**src/rtl/fpu_port_pkg.sv**
```systemverilog
// Purpose: Shared constants and types for the coprocessor host port
// Assumes: 8-bit host data bus, byte-wide operand stack
// Notes:   Status layout and stack depth are local choices
`default_nettype none
package fpu_port_pkg;
	localparam int DATA_W        = 8;
	localparam int OPC_W         = 7;
	localparam int ERR_W         = 3;
	localparam int CMD_SRQ_BIT   = 7;
	localparam int STACK_BYTES   = 16;
	// Status byte field positions
	localparam int STAT_BUSY_BIT = 7;
	localparam int STAT_SIGN_BIT = 6;
	localparam int STAT_ZERO_BIT = 5;
	localparam int STAT_ERR_LSB  = 0;
	// Error flag positions inside the error field
	localparam int ERR_DIV0_BIT  = 0;
	localparam int ERR_OVF_BIT   = 1;
	localparam int ERR_UNF_BIT   = 2;
	localparam logic [DATA_W-1:0] STATUS_RESET = 8'h00;
	localparam logic [ERR_W-1:0]  ERR_NONE     = 3'h0;
	localparam logic [1:0]        RST_SYNC_CLR = 2'h0;

	// Host access sequencer states
	typedef enum logic [1:0] {
		ST_IDLE,
		ST_WR_HOLD,
		ST_RD_HOLD
	} port_state_e;
endpackage
`default_nettype wire

```
**src/rtl/stack_if.sv**
```systemverilog
// Purpose: Carrier between the port sequencer and the operand stack
// Assumes: Push and pop are one-cycle strobes, never both at once
// Notes:   Read data shows the current top byte combinationally
`default_nettype none
interface stack_if #(
	parameter int DW = 8
);
	logic          push;
	logic          pop;
	logic [DW-1:0] wdata;
	logic [DW-1:0] rdata;

	modport ctrl  (output push, output pop, output wdata, input rdata);
	modport store (input push, input pop, input wdata, output rdata);
endinterface
`default_nettype wire

```
**src/rtl/operand_stack.sv**
```systemverilog
// Purpose: Byte-wide LIFO holding operands pushed by the host
// Assumes: Reset is the synchronised copy from the top module
// Notes:   Pointer wraps on over/underflow; contents are not cleared
`default_nettype none
module operand_stack
	import fpu_port_pkg::*;
#(
	parameter int DEPTH = STACK_BYTES
) (
	// Clock and reset
	input  wire logic   i_sys_clk,
	input  wire logic   i_rst_n,
	// Stack access
	stack_if.store      stk
);
	localparam int AW = $clog2(DEPTH);
	localparam logic [AW-1:0] PTR_ONE  = AW'(1);
	localparam logic [AW-1:0] PTR_ZERO = AW'(0);

	logic [AW-1:0]     ptr_q;
	logic [DATA_W-1:0] mem_q [DEPTH];

	// Pointer returns to empty on reset
	always_ff @(posedge i_sys_clk or negedge i_rst_n) begin
		if (!i_rst_n) begin
			ptr_q <= PTR_ZERO;
		end else if (stk.push) begin
			ptr_q <= ptr_q + PTR_ONE;
		end else if (stk.pop) begin
			ptr_q <= ptr_q - PTR_ONE;
		end
	end

	// Storage; left unreset since contents may be disturbed anyway
	for (genvar i = 0; i < DEPTH; i++) begin : g_entry
		always_ff @(posedge i_sys_clk) begin
			if (stk.push && ptr_q == AW'(i)) begin
				mem_q[i] <= stk.wdata;
			end
		end
	end

	// Last byte pushed comes out first, so MSB leads on pop
	assign stk.rdata = mem_q[ptr_q - PTR_ONE];
endmodule
`default_nettype wire

```
**src/rtl/fpu_host_handshake_port.sv**
```systemverilog
// Purpose: Host handshake port of a stack floating-point coprocessor
// Assumes: Host pins are synchronous to i_sys_clk
// Notes:   Arithmetic core sits outside; it sees start and opcode, returns done, error flags, sign and zero
//
// Operation
// - Reset aborts command, clears status, stack pointer
// - After reset done, fault, service request low
// - Select and strobes pick push, pop, command, status
// - Done flag rises when command finishes
// - Done clears on ack low, access, reset
// - Done is flop; tied-low ack gives pulse
// - Service request set only if enable bit set
// - Service request cleared by ack low, reset
// - Completion without enable bit drops service request
// - Bus bit 0 LSB, high means one
// - Pop returns most significant byte first
// - Fault rises on divide zero, overflow, underflow
// - Fault cleared by status read or reset
// - Fault follows error bits mid-execution
// - Selected with strobes idle pulls wait low
// - Write releases wait after capture
// - Read releases wait with data valid
// - Wait stays low between accesses while selected
// - Command low seven bits opcode, top bit enable
// - Done clears on read fall, write rise
`default_nettype none
module fpu_host_handshake_port
	import fpu_port_pkg::*;
#(
	parameter int STACK_DEPTH = STACK_BYTES
) (
	// Clock and reset
	input  wire logic              i_sys_clk,
	input  wire logic              i_reset_n,
	// Host access control
	input  wire logic              i_cs_n,
	input  wire logic              i_cmd_sel,
	input  wire logic              i_rd_n,
	input  wire logic              i_wr_n,
	output var  logic              o_wait_n,
	// Host data bus, split into three signals
	input  wire logic [DATA_W-1:0] i_host_data_bus,
	output var  logic [DATA_W-1:0] o_host_data_bus,
	output var  logic              o_host_data_oe,
	// Completion and fault handshake
	output var  logic              o_done,
	input  wire logic              i_done_ack_n,
	output var  logic              o_service_request,
	input  wire logic              i_service_ack_n,
	output var  logic              o_fault,
	// Arithmetic core side
	output var  logic              o_cmd_start,
	output var  logic [OPC_W-1:0]  o_cmd_opcode,
	input  wire logic              i_cmd_done,
	input  wire logic [ERR_W-1:0]  i_err_flags,
	input  wire logic              i_result_sign,
	input  wire logic              i_result_zero
);
	// Reset synchroniser and its released copy
	logic [1:0] rst_sync_q;
	logic       rst_n;

	// Sequencer state
	port_state_e state_q;
	port_state_e state_d;
	logic        rd_n_prev_q;

	// Command and status state
	logic             busy_q;
	logic             srq_en_q;
	logic [ERR_W-1:0] err_q;
	logic             sign_q;
	logic             zero_q;
	logic [DATA_W-1:0] status_byte;

	// Decoded access terms
	logic sel;
	logic wr_req;
	logic rd_req;
	logic accept_wr;
	logic accept_rd;
	logic rd_fall;
	logic wr_rise;
	logic cmd_fin;
	logic err_hit;
	logic status_rd;
	logic wait_n_d;

	stack_if #(.DW(DATA_W)) stk ();

	// Assert asynchronously, release through two flops
	always_ff @(posedge i_sys_clk or negedge i_reset_n) begin
		if (!i_reset_n) begin
			rst_sync_q <= RST_SYNC_CLR;
		end else begin
			rst_sync_q <= {rst_sync_q[0], 1'h1};
		end
	end
	// Host keeps reset long enough; no stretching here
	assign rst_n = rst_sync_q[1];

	// Operand storage
	operand_stack #(
		.DEPTH (STACK_DEPTH)
	) u_stack (
		.i_sys_clk (i_sys_clk),
		.i_rst_n   (rst_n),
		.stk       (stk)
	);

	// Transfer type from select and strobes; both low is ignored
	assign sel    = !i_cs_n;
	assign wr_req = sel && !i_wr_n && i_rd_n;
	assign rd_req = sel && !i_rd_n && i_wr_n;

	// Data and command writes stall while a command still runs;
	// status reads are served at any time
	assign accept_wr = (state_q == ST_IDLE) && wr_req && !busy_q;
	assign accept_rd = (state_q == ST_IDLE) && rd_req &&
	                   (i_cmd_sel || !busy_q);
	assign status_rd = accept_rd && i_cmd_sel;

	// Edges that clear the done flag, only while selected
	assign rd_fall = rd_req && rd_n_prev_q;
	assign wr_rise = (state_q == ST_WR_HOLD) && i_wr_n && sel;

	// Completion and error events from the core
	assign cmd_fin = busy_q && i_cmd_done;
	assign err_hit = busy_q && (|i_err_flags);

	// Push on data write, pop on data read
	assign stk.push  = accept_wr && !i_cmd_sel;
	assign stk.pop   = accept_rd && !i_cmd_sel;
	assign stk.wdata = i_host_data_bus;

	// Status byte seen by the host
	always_comb begin
		status_byte                = STATUS_RESET;
		status_byte[STAT_BUSY_BIT] = busy_q;
		status_byte[STAT_SIGN_BIT] = sign_q;
		status_byte[STAT_ZERO_BIT] = zero_q;
		status_byte[STAT_ERR_LSB +: ERR_W] = err_q;
	end

	// Previous read strobe, for the falling edge
	always_ff @(posedge i_sys_clk or negedge rst_n) begin
		if (!rst_n) begin
			rd_n_prev_q <= 1'h1;
		end else begin
			rd_n_prev_q <= i_rd_n;
		end
	end

	// Next sequencer state
	always_comb begin
		state_d = state_q;
		unique case (state_q)
			ST_IDLE: begin
				if (accept_wr) begin
					state_d = ST_WR_HOLD;
				end else if (accept_rd) begin
					state_d = ST_RD_HOLD;
				end
			end
			ST_WR_HOLD: begin
				if (i_wr_n) begin
					state_d = ST_IDLE;
				end
			end
			ST_RD_HOLD: begin
				if (i_rd_n) begin
					state_d = ST_IDLE;
				end
			end
		endcase
	end

	always_ff @(posedge i_sys_clk or negedge rst_n) begin
		if (!rst_n) begin
			state_q <= ST_IDLE;
		end else begin
			state_q <= state_d;
		end
	end

	// Wait: low while selected and idle or stalled, high once the
	// access is taken until its strobe returns
	always_comb begin
		wait_n_d = 1'h1;
		unique case (state_q)
			ST_IDLE: begin
				// Anticipate a transfer; stay low while stalled
				wait_n_d = !sel || accept_wr || accept_rd;
			end
			ST_WR_HOLD: begin
				// Capture done; host may now raise the strobe
				wait_n_d = i_wr_n ? !sel : 1'h1;
			end
			ST_RD_HOLD: begin
				// Data is on the bus while wait is high
				wait_n_d = i_rd_n ? !sel : 1'h1;
			end
		endcase
	end

	always_ff @(posedge i_sys_clk or negedge rst_n) begin
		if (!rst_n) begin
			o_wait_n <= 1'h1;
		end else begin
			o_wait_n <= wait_n_d;
		end
	end

	// Read data and drive enable, valid in the same edge as wait
	always_ff @(posedge i_sys_clk or negedge rst_n) begin
		if (!rst_n) begin
			o_host_data_bus <= STATUS_RESET;
			o_host_data_oe  <= 1'h0;
		end else if (accept_rd) begin
			o_host_data_bus <= i_cmd_sel ? status_byte : stk.rdata;
			o_host_data_oe  <= 1'h1;
		end else if (state_q == ST_RD_HOLD && i_rd_n) begin
			o_host_data_oe  <= 1'h0; // Release once strobe rises
		end
	end

	// Command entry: opcode to the core, enable bit kept
	always_ff @(posedge i_sys_clk or negedge rst_n) begin
		if (!rst_n) begin
			o_cmd_start  <= 1'h0;
			o_cmd_opcode <= OPC_W'(0);
			srq_en_q     <= 1'h0;
		end else begin
			o_cmd_start <= accept_wr && i_cmd_sel;
			if (accept_wr && i_cmd_sel) begin
				o_cmd_opcode <= i_host_data_bus[OPC_W-1:0];
				srq_en_q     <= i_host_data_bus[CMD_SRQ_BIT];
			end
		end
	end

	// Busy from command entry until the core reports done;
	// reset drops it, which aborts the command
	always_ff @(posedge i_sys_clk or negedge rst_n) begin
		if (!rst_n) begin
			busy_q <= 1'h0;
		end else if (accept_wr && i_cmd_sel) begin
			busy_q <= 1'h1;
		end else if (cmd_fin) begin
			busy_q <= 1'h0;
		end
	end

	// Error bits update during execution; a new command starts clean
	always_ff @(posedge i_sys_clk or negedge rst_n) begin
		if (!rst_n) begin
			err_q <= ERR_NONE;
		end else if (accept_wr && i_cmd_sel) begin
			err_q <= ERR_NONE;
		end else if (busy_q) begin
			err_q <= err_q | i_err_flags;
		end
	end

	// Sign and zero captured at completion
	always_ff @(posedge i_sys_clk or negedge rst_n) begin
		if (!rst_n) begin
			sign_q <= 1'h0;
			zero_q <= 1'h0;
		end else if (cmd_fin) begin
			sign_q <= i_result_sign;
			zero_q <= i_result_zero;
		end
	end

	// Done flop: set wins over clear, so a tied-low acknowledge
	// still yields a one-clock pulse
	always_ff @(posedge i_sys_clk or negedge rst_n) begin
		if (!rst_n) begin
			o_done <= 1'h0;
		end else if (cmd_fin) begin
			o_done <= 1'h1;
		end else if (!i_done_ack_n || rd_fall || wr_rise) begin
			o_done <= 1'h0;
		end
	end

	// Service request follows the enable bit of the finishing command
	always_ff @(posedge i_sys_clk or negedge rst_n) begin
		if (!rst_n) begin
			o_service_request <= 1'h0;
		end else if (cmd_fin && srq_en_q) begin
			o_service_request <= 1'h1;
		end else if (cmd_fin || !i_service_ack_n) begin
			// Held-low ack lets each set through for one clock
			o_service_request <= 1'h0;
		end
	end

	// Fault rises as soon as any error bit sets, even mid-command;
	// a status read in the same cycle loses to the new error
	always_ff @(posedge i_sys_clk or negedge rst_n) begin
		if (!rst_n) begin
			o_fault <= 1'h0;
		end else if (err_hit) begin
			o_fault <= 1'h1;
		end else if (status_rd) begin
			o_fault <= 1'h0;
		end
	end
endmodule
`default_nettype wire

```
**config.mk**
```make
export PLATFORM = sky130hd
export DESIGN_NAME = fpu_host_handshake_port
export DESIGN_NICKNAME = d
export VERILOG_FILES = /design/src/rtl/fpu_port_pkg.sv /design/src/rtl/stack_if.sv /design/src/rtl/operand_stack.sv /design/src/rtl/fpu_host_handshake_port.sv
export SDC_FILE = /design/constraint.sdc
export NUM_CORES = 1
export LEC_CHECK = 0
export BUFFER_PORTS_ARGS = -buffer_cell sky130_fd_sc_hd__buf_2
export CAP_MARGIN = 15
export CORE_MARGIN = 2
export CORE_UTILIZATION = 30
export CTS_CLUSTER_SIZE = 14
export DETAILED_ROUTE_END_ITERATION = 12
export HOLD_SLACK_MARGIN = 0.15
export PLACE_DENSITY_LB_ADDON = 0.3
export SLEW_MARGIN = 20
export SYNTH_ARGS = -nofsm -noshare
export SYNTH_HDL_FRONTEND = slang
export SYNTH_SLANG_ARGS = --single-unit
```
**constraint.sdc**
```tcl
create_clock -name i_sys_clk -period 1.17 [get_ports i_sys_clk]
set_input_delay 0.234 -clock i_sys_clk [delete_from_list [all_inputs] [get_ports i_sys_clk]]
set_output_delay 0.234 -clock i_sys_clk [all_outputs]
set_load 0.1 [all_outputs]
```
==> out/metrics.csv, run 1 <==
stage,metric,value,unit
timing,setup_viol,180,
power_and_ir_drop,p_leak,3.668,nW
worst_setup_path,cpMaxStageDelayCell,dfrtp_2,
grt,grt_pass1_wl,24900,um
worst_setup_path,cp-end-kind,flip-flop,
placement,dpl.hpwl,11470,um
timing,finalHoldViolCount,0,
yosys,ys_async_sr_fraction,0.2242,
yosys,syn-cell-area,0.006715,sq mm
placement,place_ws,-991.3,ps
clock_network,clock_latency,430,ps
outcome,violations,negative setup slack,
timing,fin_skew,10.03,ps
floorplan,start_util,0.3068,
power_and_ir_drop,peakVddDrop,0.001170,V
floorplan,dieArea,0.02360,sq mm
worst_setup_path,path_max_fanout,12,
placement,placed_area,0.008645,sq mm
floorplan,die_width,153.6,um
yosys,ys_ff_latch,165,
drt,drc,0,
power_and_ir_drop,netSwitchingPower,9.842,mW
drt,detailedRoute.firstIterationViolations,237,
floorplan,fp.dieH,153.6,um
timing,rsz0062_at_grt,yes,
worst_setup_path,reg2regPathDepth,6,
timing,fin_crit,2047,ps
outcome,status,"finished, violations left",
grt,antenna_found_initial,0,
floorplan,core_area,0.02189,sq mm
clock_network,cts_root_buf,clkbuf_16,
finish,stdcell_count,833,
worst_setup_path,cp.required,1490,ps
yosys,ys_seq_area_frac,0.7106,
clock_network,cts_buffers,17,
power_and_ir_drop,pwr-share-seq,0.285,
worst_setup_path,path_cells,inv_8 > ha_4 > buf_12 > mux4_2 > mux2_2 > a311o_1,
yosys,synth_edf_count,128,
finish,area_growth,47.20,%
run,drv_cap,0,
drt,post_drt_wl_per_cell,19.42,um
clock_network,cts_sinks,165,
timing,final_max_slew_viol_count,0,
floorplan,rows,54,
power_and_ir_drop,comb_power_share,0.500,
drt,drtPass1Iterations,4,
drt,viasPerCell,4.739,
worst_setup_path,critPathMaxStageDelay,450,ps
drt,drtAntennaViolNets,0,
grt,grt_max_degree,24,
worst_setup_path,reg2reg_from,u_stack.ptr_q[0],
placement,gp_congestion,0.7689,
hold_path,hold_class,flip-flop to asynchronous set/reset pin,
grt,overflow,0,
finish,fin_area,0.009884,sq mm
placement,io_buffers,42,
timing,worst_slack,-876.9,ps
worst_setup_path,startpoint,u_stack.ptr_q[0],
power_and_ir_drop,swShare,0.3753,
finish,final_nets,570,
power_and_ir_drop,clock_power_share,0.215,
finish,drive_gt1_frac,0.5335,
yosys,synth.avg_cell_area,17.86,sq um
finish,antenna_cells,0,
power_and_ir_drop,power_density,2653,mW/mm^2
grt,first_global_vias,4286,
worst_setup_path,crit_path_start_kind,flip-flop,
yosys,ys_warn_count,0,
grt,grt_use_total,0.1423,
clock_network,clkTransAtPathRegs,70,ps
clock_network,clk_path_buf_depth,2,
placement,dp.cells,767,
yosys,synthCells,376,
worst_setup_path,crit_arrival,2360,ps
timing,period_share,1.749,
drt,vias,3948,
yosys,synth_cell_types,46,
floorplan,pin_count,43,
worst_setup_path,crit_type,flip-flop to flip-flop,
worst_setup_path,r2r_setup_slack,-880,ps
worst_setup_path,r2r-end,o_host_data_bus[7],
yosys,ys.flop_type,edfxtp_1,
clock_network,h-tree-depth,4,
yosys,syn_nets,406,
clock_network,cts_tree,yes,
power_and_ir_drop,power.internal,16.38,mW
drt,wl,16180,um
timing,clock.fmax,488.5,MHz
[sequential cells by signal, summed over array words and instances (netlist names), 2 cells and up]
signal / flops
err_q: 3
state_q: 2
rst_sync_q: 2
o_cmd_opcode: 7
u_stack.mem_q: 128
u_stack.ptr_q: 4
o_host_data_bus: 8
[critical path, delay by kind of cell, from the launching register on]
kind	cells	cell delay (ps)
AO/OA/AOI/OAI	1	340
adder cells (fa/ha/maj)	1	320
buffers and inverters	2	220
flip-flops	1	450
multiplexers	2	590
[power by group through the flow]
stage               logic, mW  clock network (mW)  registers [mW]
CTS                      12.8                5.77            7.48
global route             13.8                5.99            7.55
detailed placement       11.7                   0            7.60
finish                   13.1                5.63            7.48
floorplan                5.65                   0            9.53
global placement         11.5                   0            7.59
[per-stage QoR]
step	util	setup TNS [ps]	total power [mW]	hold WS (ps)
2_1_floorplan	-	-101230	15.17	-61.59
3_3_place_gp	0.3949	-115450	19.12	19.50
3_5_place_dp	0.3949	-121470	19.28	25.04
4_1_cts	0.4461	-117340	26.00	194.4
5_1_grt	0.4515	-134130	27.29	202.2
6_report	0.4515	-117660	26.22	190.2
[cell usage in the layout (no fill, tap or decap), types with 6 or more instances in the layout]
master	netlist	final
nor2_4	0	13
mux2_4	0	9
inv_8	0	7
dlygate4sd3_1	0	12
nand2_1	16	7
and3_1	7	6
mux4_2	26	26
clkbuf_16	0	17
buf_12	0	38
buf_6	4	35
mux2i_1	31	23
mux2_2	15	6
edfxtp_1	128	128
a21oi_1	7	6
dfrtp_1	35	31
buf_4	3	59
buf_2	6	21
[repair_timing]
| action | in CTS | in global routing |
|---|---|---|
| setup buffers | 17 | 8 |
| endpoints found under the hold margin | 12 | 0 |
| endpoints found under the setup margin | 182 | 182 |
| hold buffers | 12 | 0 |
| resized for setup | 60 | 21 |
| cloned | 1 | 0 |
| pin swaps | 23 | 11 |
[cell type report]
cell class / count / area (sq um)
clock buffer: 17 / 425.4
clock inverter: 15 / 181.4
fill: 1881 / 12010
inverter: 9 / 45.04
multi-input combinational: 182 / 2282
sequential: 165 / 4777
tap: 280 / 350.3
timing repair buffer: 165 / 1823
[worst max path at each step]
stage | to | cells after the start
2_1_floorplan | o_host_data_bus[7] | 8
3_3_place_gp | o_host_data_bus[0] | 7
3_5_place_dp | o_host_data_bus[0] | 7
4_1_cts | o_host_data_bus[1] | 7
5_1_grt | o_host_data_bus[4] | 6
6_report | o_host_data_bus[7] | 6
[synth_stat cells (all sizes together) (7+ instances only)]
cell      n  area, sq um
a21oi     7        35.03
and3      7        43.79
buf      13        97.59
clkbuf    7        26.28
dfrtp    35        875.8
edfxtp  128         3844
ha        8        100.1
inv       9        33.78
mux2     15        168.9
mux2i    31        310.3
mux4     26        585.6
nand2    16        60.06
nor2     21        78.83
nor3      8        45.04
[kinds of logic (layout without fill, tap and decap cells)]
logic type	count (synthesis)	after routing	share of synthesized area
XOR/XNOR	5	5	0.009316
AO/OA/AOI/OAI	33	33	0.03764
flip-flops	165	165	0.7106
buffers and inverters	29	206	0.02348
AND/OR/NAND/NOR	63	63	0.04490
other	1	1	0.0005584
adder cells (fa/ha/maj)	8	8	0.01491
multiplexers	72	72	0.1586
[per-layer routing]
layer / vias up / part of all wire / GRT usage
met4: 0 / 0.015 / 0.04980
met5: - / 0 / 0
met1: 2025 / 0.43 / 0.1800
met2: 93 / 0.51 / 0.2415
met3: 18 / 0.039 / 0.03157
li1: 1812 / - / -
Power figures use the tool's default switching activity.
==> inputs of run 2 (changes only) <==
==> constraint.sdc (replaced) <==
create_clock -name i_sys_clk -period 1.17 [get_ports i_sys_clk]
set_input_delay 0.0585 -clock i_sys_clk [delete_from_list [all_inputs] [get_ports i_sys_clk]]
set_output_delay 0.0585 -clock i_sys_clk [all_outputs]
set_load 0.1 [all_outputs]
==> run 2 against run 1 <==
Net effect:
- the flow still finishes with violations (negative setup slack)
- sequential share of layout area increased by 0.086 points
- global-route usage rose by 0.33 points
- sequential power is essentially flat
- clock-buffer cell count is 1 higher
- highest routed layer unchanged
==> out/metrics.csv, run 2 (synthesis gave the netlist of run 1 again) <==
stage,metric,value,unit
drt,post_drt_wl_per_cell,19.85,um
floorplan,dieArea,0.02360,sq mm
clock_network,clkTransAtPathRegs,70,ps
grt,grt_max_degree,19,
finish,drive_gt1_frac,0.4991,
finish,top_regs,"u_stack.mem_q: 128 flops, o_host_data_bus: 8 flops, o_cmd_opcode: 7 flops",
power_and_ir_drop,peakVddDrop,0.001541,V
worst_setup_path,crit_path_start_kind,flip-flop,
timing,tns,-115950,ps
floorplan,fp.dieH,153.6,um
grt,first_global_vias,4255,
finish,final_util,0.4507,
finish,layout_commonest_cell,edfxtp_1,
worst_setup_path,crit_type,flip-flop to flip-flop,
drt,detailedRoute.firstIterationViolations,272,
hold_path,hold_class,flip-flop to asynchronous set/reset pin,
grt,grt_pass1_wl,25430,um
drt,drc,0,
clock_network,cts_root_buf,clkbuf_16,
clock_network,cts_tree,yes,
finish,largest_register,u_stack.mem_q,
placement,place_ws,-990.2,ps
finish,final_nets,570,
worst_setup_path,cp-end-kind,flip-flop,
grt,overflow,0,
floorplan,core_area,0.02189,sq mm
clock_network,h-tree-depth,4,
placement,dpl.hpwl,11360,um
placement,gp_congestion,0.7654,
worst_setup_path,path_max_fanout,18,
clock_network,cts_sinks,165,
finish,register_area,0.004777,sq mm
finish,multi_input_area,0.002273,sq mm
timing,rsz0062_at_grt,yes,
power_and_ir_drop,p_leak,3.688,nW
drt,wl,16540,um
timing,fin_crit,2059,ps
grt,grt_use_total,0.1455,
timing,finalHoldViolCount,0,
worst_setup_path,crit_arrival,2360,ps
drt,viasPerCell,4.761,
grt,antenna_found_initial,0,
finish,final_cell_mix,"edfxtp_1, buf_4, buf_6",
drt,drtAntennaViolNets,0,
run,drv_cap,0,
finish,fillers,1885,
finish,area_growth,46.93,%
timing,worst_slack,-888.7,ps
worst_setup_path,cp.required,1470,ps
placement,io_buffers,42,
power_and_ir_drop,power_density,2675,mW/mm^2
timing,fin_skew,26.65,ps
clock_network,clk_path_buf_depth,2,
clock_network,clock_latency,430,ps
clock_network,cts_buffers,17,
floorplan,pin_count,43,
drt,vias,3966,
timing,setup_viol,160,
finish,antenna_cells,0,
timing,period_share,1.760,
floorplan,die_width,153.6,um
timing,clock.fmax,485.7,MHz
finish,largest_reg_flops,128,
drt,drtPass1Iterations,4,
floorplan,start_util,0.3068,
outcome,status,"finished, violations left",
floorplan,rows,54,
timing,final_max_slew_viol_count,0,
outcome,violations,negative setup slack,
## run 2: cell count changes in the layout (fill, tap and decap cells not counted), moves of 3 or more
cell,before,now
bufinv_16,1,4
inv_8,7,1
mux2i_1,23,28
mux2i_4,3,0
buf_4,59,50
dlygate4sd3_1,12,22
clkinv_1,0,5
buf_12,38,33
## run 2: final cells by class
type / count / area share
sequential: 165 / 0.4841
multi-input combinational: 183 / 0.2304
clock buffer: 18 / 0.04349
timing repair buffer: 164 / 0.1837
tap: 280 / 0.03551
inverter: 9 / 0.004185
clock inverter: 14 / 0.01851
## run 2: routing by layer
layer / track usage / share of wire / vias up / routed length (um)
li1: - / - / 1814 / -
met1: 0.1822 / 0.43 / 2059 / 7116
met2: 0.2512 / 0.52 / 83 / 8568
met3: 0.03382 / 0.039 / 10 / 644
met4: 0.04456 / 0.012 / 0 / 206
met5: 0 / 0 / - / 0
## run 2: worst max-delay path: stages, from the launching register on
cell,delay (ps)
dfrtp_2,420
buf_4,150
buf_12,180
mux4_2,510
mux2i_1,230
mux2i_2,130
a221o_1,340
## run 2: path summary, 6_finish.rpt
kind / from / endpoint / slack [ps] / cells past startpoint
max reg2reg: u_stack.ptr_q[0] / o_host_data_bus[1] / -890 / 6
min reg2reg: rst_sync_q[1] / o_host_data_oe / 170 / 0
min in group i_sys_clk: i_rd_n / o_host_data_bus[3] / 180 / 5
max: u_stack.ptr_q[0] / o_host_data_bus[1] / -890 / 6
min: rst_sync_q[1] / o_host_data_oe / 170 / 0
max in group asynchronous: rst_sync_q[1] / u_stack.ptr_q[0] / 540 / 1
## run 2: per-stage QoR
step           power, mW  hold WS [ps]  std cells  cell area, sq um
2_1_floorplan      15.17        -237.1        376              7088
5_1_grt            27.41         185.5        833              9867
3_3_place_gp       19.08        -155.6        766              8547
3_5_place_dp       19.21        -150.6        766              8547
4_1_cts            26.37         125.4        829              9747
6_report           26.40         166.6        833              9867
## run 2: where the power goes
part | switching, mW | internal, mW
sequential | 0.571 | 6.90
combinational | 6.84 | 6.34
clock | 2.20 | 3.55
## run 2: repair_timing
action                                 in CTS  in global routing
cloned                                      3                  0
buffers inserted                           10                  8
pin swaps                                  24                 10
setup endpoints to repair                 168                165
gates resized for setup                    69                 24
hold buffers                               22                  0
endpoints found under the hold margin     145                  0
==> inputs of run 3 (changes only) <==
Settings changed: CELL_PAD_IN_SITES_DETAIL_PLACEMENT set to 0, CELL_PAD_IN_SITES_GLOBAL_PLACEMENT set to 1, MAX_ROUTING_LAYER set to met4.
Clock period 1.17 ns to 1.7 ns, I/O delays scaled along.
==> run 3 against run 2 <==
Net effect:
- the flow still finishes with violations (negative setup slack)
- sequential share of layout area increased by 1.4 points
- final area decreased by 2.9%
- cell count increased by 0.60%
- register-to-register slack better by 500 ps
==> out/metrics.csv, run 3 (synthesis gave the netlist of run 1 again) <==
stage,metric,value,unit
drt,drtAntennaViolNets,0,
placement,dpl.hpwl,11660,um
timing,tightest_slew,555.8,ps
finish,largest_reg_flops,128,
clock_network,clock_latency,420,ps
clock_network,clkTransAtPathRegs,60,ps
clock_network,clk_path_buf_depth,2,
worst_setup_path,crit_type,flip-flop to flip-flop,
floorplan,dieArea,0.02360,sq mm
drt,met2_length,8062,um
floorplan,core_area,0.02189,sq mm
finish,final_cell_mix,"edfxtp_1, buf_4, buf_2",
power_and_ir_drop,swShare,0.3726,
finish,drive_gt1_frac,0.4839,
finish,final_nets,575,
power_and_ir_drop,clock_power_share,0.222,
finish,antenna_cells,0,
grt,overflow,0,
worst_setup_path,cp.required,2000,ps
drt,drc,0,
grt,antenna_found_initial,0,
placement,place_ws,-625.3,ps
drt,post_drt_wl_per_cell,19.83,um
worst_setup_path,cp-end-kind,flip-flop,
timing,fin_crit,2091,ps
power_and_ir_drop,peakVddDrop,0.0008239,V
hold_path,hold_class,primary input to flip-flop,
clock_network,h-tree-depth,4,
floorplan,start_util,0.3068,
finish,stdcell_count,838,
power_and_ir_drop,power,17.33,mW
finish,top_regs,"u_stack.mem_q: 128 flops, o_host_data_bus: 8 flops, o_cmd_opcode: 7 flops",
floorplan,rows,54,
power_and_ir_drop,power_density,1810,mW/mm^2
worst_setup_path,crit_arrival,2390,ps
drt,detailedRoute.firstIterationViolations,249,
grt,grt_use_total,0.1523,
clock_network,cts_tree,yes,
timing,clock.fmax,478.2,MHz
outcome,status,"finished, violations left",
grt,first_global_vias,4314,
timing,fin_skew,7.710,ps
grt,grt_max_degree,21,
floorplan,pin_count,43,
placement,gp_congestion,0.7699,
finish,layout_commonest_cell,edfxtp_1,
placement,dp.cells,761,
power_and_ir_drop,power.internal,10.88,mW
grt,grt_pass1_wl,25830,um
timing,finalHoldViolCount,0,
placement,placed_area,0.008263,sq mm
timing,slew-limit-headroom,0.6295,
power_and_ir_drop,comb_power_share,0.487,
drt,viasPerCell,4.831,
timing,tns,-30440,ps
drt,drtPass1Iterations,4,
timing,period_share,1.230,
timing,setup_viol,149,
timing,final_max_slew_viol_count,0,
clock_network,cts_root_buf,clkbuf_16,
run,drv_cap,0,
clock_network,cts_buffers,17,
placement,io_buffers,42,
drt,routed-wl-met3,704,um
worst_setup_path,path_max_fanout,6,
finish,final_util,0.4376,
drt,drt-met1-wl,7592,um
finish,largest_register,u_stack.mem_q,
finish,area_growth,42.65,%
floorplan,fp.dieH,153.6,um
timing,rsz0062_at_grt,yes,
floorplan,die_width,153.6,um
clock_network,cts_sinks,165,
power_and_ir_drop,netSwitchingPower,6.459,mW
drt,highest_layer,met4,
timing,worst_slack,-391.0,ps
power_and_ir_drop,pwr-share-seq,0.291,
timing,timing.hold.ws,151.6,ps
power_and_ir_drop,p_leak,3.630,nW
drt,vias,4048,
worst_setup_path,crit_path_start_kind,flip-flop,
outcome,violations,negative setup slack,
drt,wl,16620,um
finish,fin_area,0.009579,sq mm
-- run 3: changes by cell type in the layout (fill, tap and decap cells not counted), sizes merged --
| cell | change |
|---|---|
| inv | +5 |
| and2 | -1 |
| clkinv | -5 |
| clkbuf | +3 |
| buf | +6 |
| bufinv | -3 |
-- run 3: power groups by stage --
stage	registers (mW)	logic (mW)	clock network [mW]
floorplan	6.55	3.84	0
global placement	5.10	7.59	0
detailed placement	5.11	7.64	0
CTS	5.04	8.26	3.93
global route	5.10	8.92	4.08
finish	5.04	8.45	3.85
-- run 3: worst max-delay path, stage by stage (launching register included) --
cell     delay (ps)
dfrtp_2         430
inv_8            50
ha_4            340
buf_6           140
buf_12          110
mux4_2          290
mux2_4          280
a32oi_1         200
o41ai_1         110
-- run 3: what timing repair did --
item,CTS,global route
pin swaps,18,13
resized for setup,52,21
endpoints found under the setup margin,151,155
hold buffers,22,0
setup buffers,14,10
endpoints found under the hold margin,144,0
cloned,1,0
-- run 3: layout make-up --
class | instances | area, sq um
Timing Repair Buffer | 170 | 1614
Sequential cell | 165 | 4775
Tap cell | 280 | 350.3
Multi-Input combinational cell | 182 | 2198
Fill cell | 1969 | 12310
Clock buffer | 21 | 493.0
Clock inverter | 11 | 107.6
Inverter | 9 | 41.29
-- run 3: routing by layer --
metal | vias up | global-route usage
li1 | 1815 | -
met1 | 2110 | 0.1989
met2 | 104 | 0.2364
met3 | 19 | 0.03636
met4 | 0 | 0.04849
met5 | - | -
-- run 3: path summary, 6_finish.rpt --
kind / startpoint / to / slack (ps) / cells after the start
min in group asynchronous: rst_sync_q[1] / o_service_request / 260 / 0
max in group asynchronous: rst_sync_q[1] / o_wait_n / 790 / 1
worst min register to register: rst_sync_q[1] / o_service_request / 260 / 0
worst max register to register: u_stack.ptr_q[0] / o_host_data_bus[3] / -390 / 8
worst min-delay path: i_rd_n / o_host_data_bus[5] / 150 / 4
worst max-delay path: u_stack.ptr_q[0] / o_host_data_bus[3] / -390 / 8
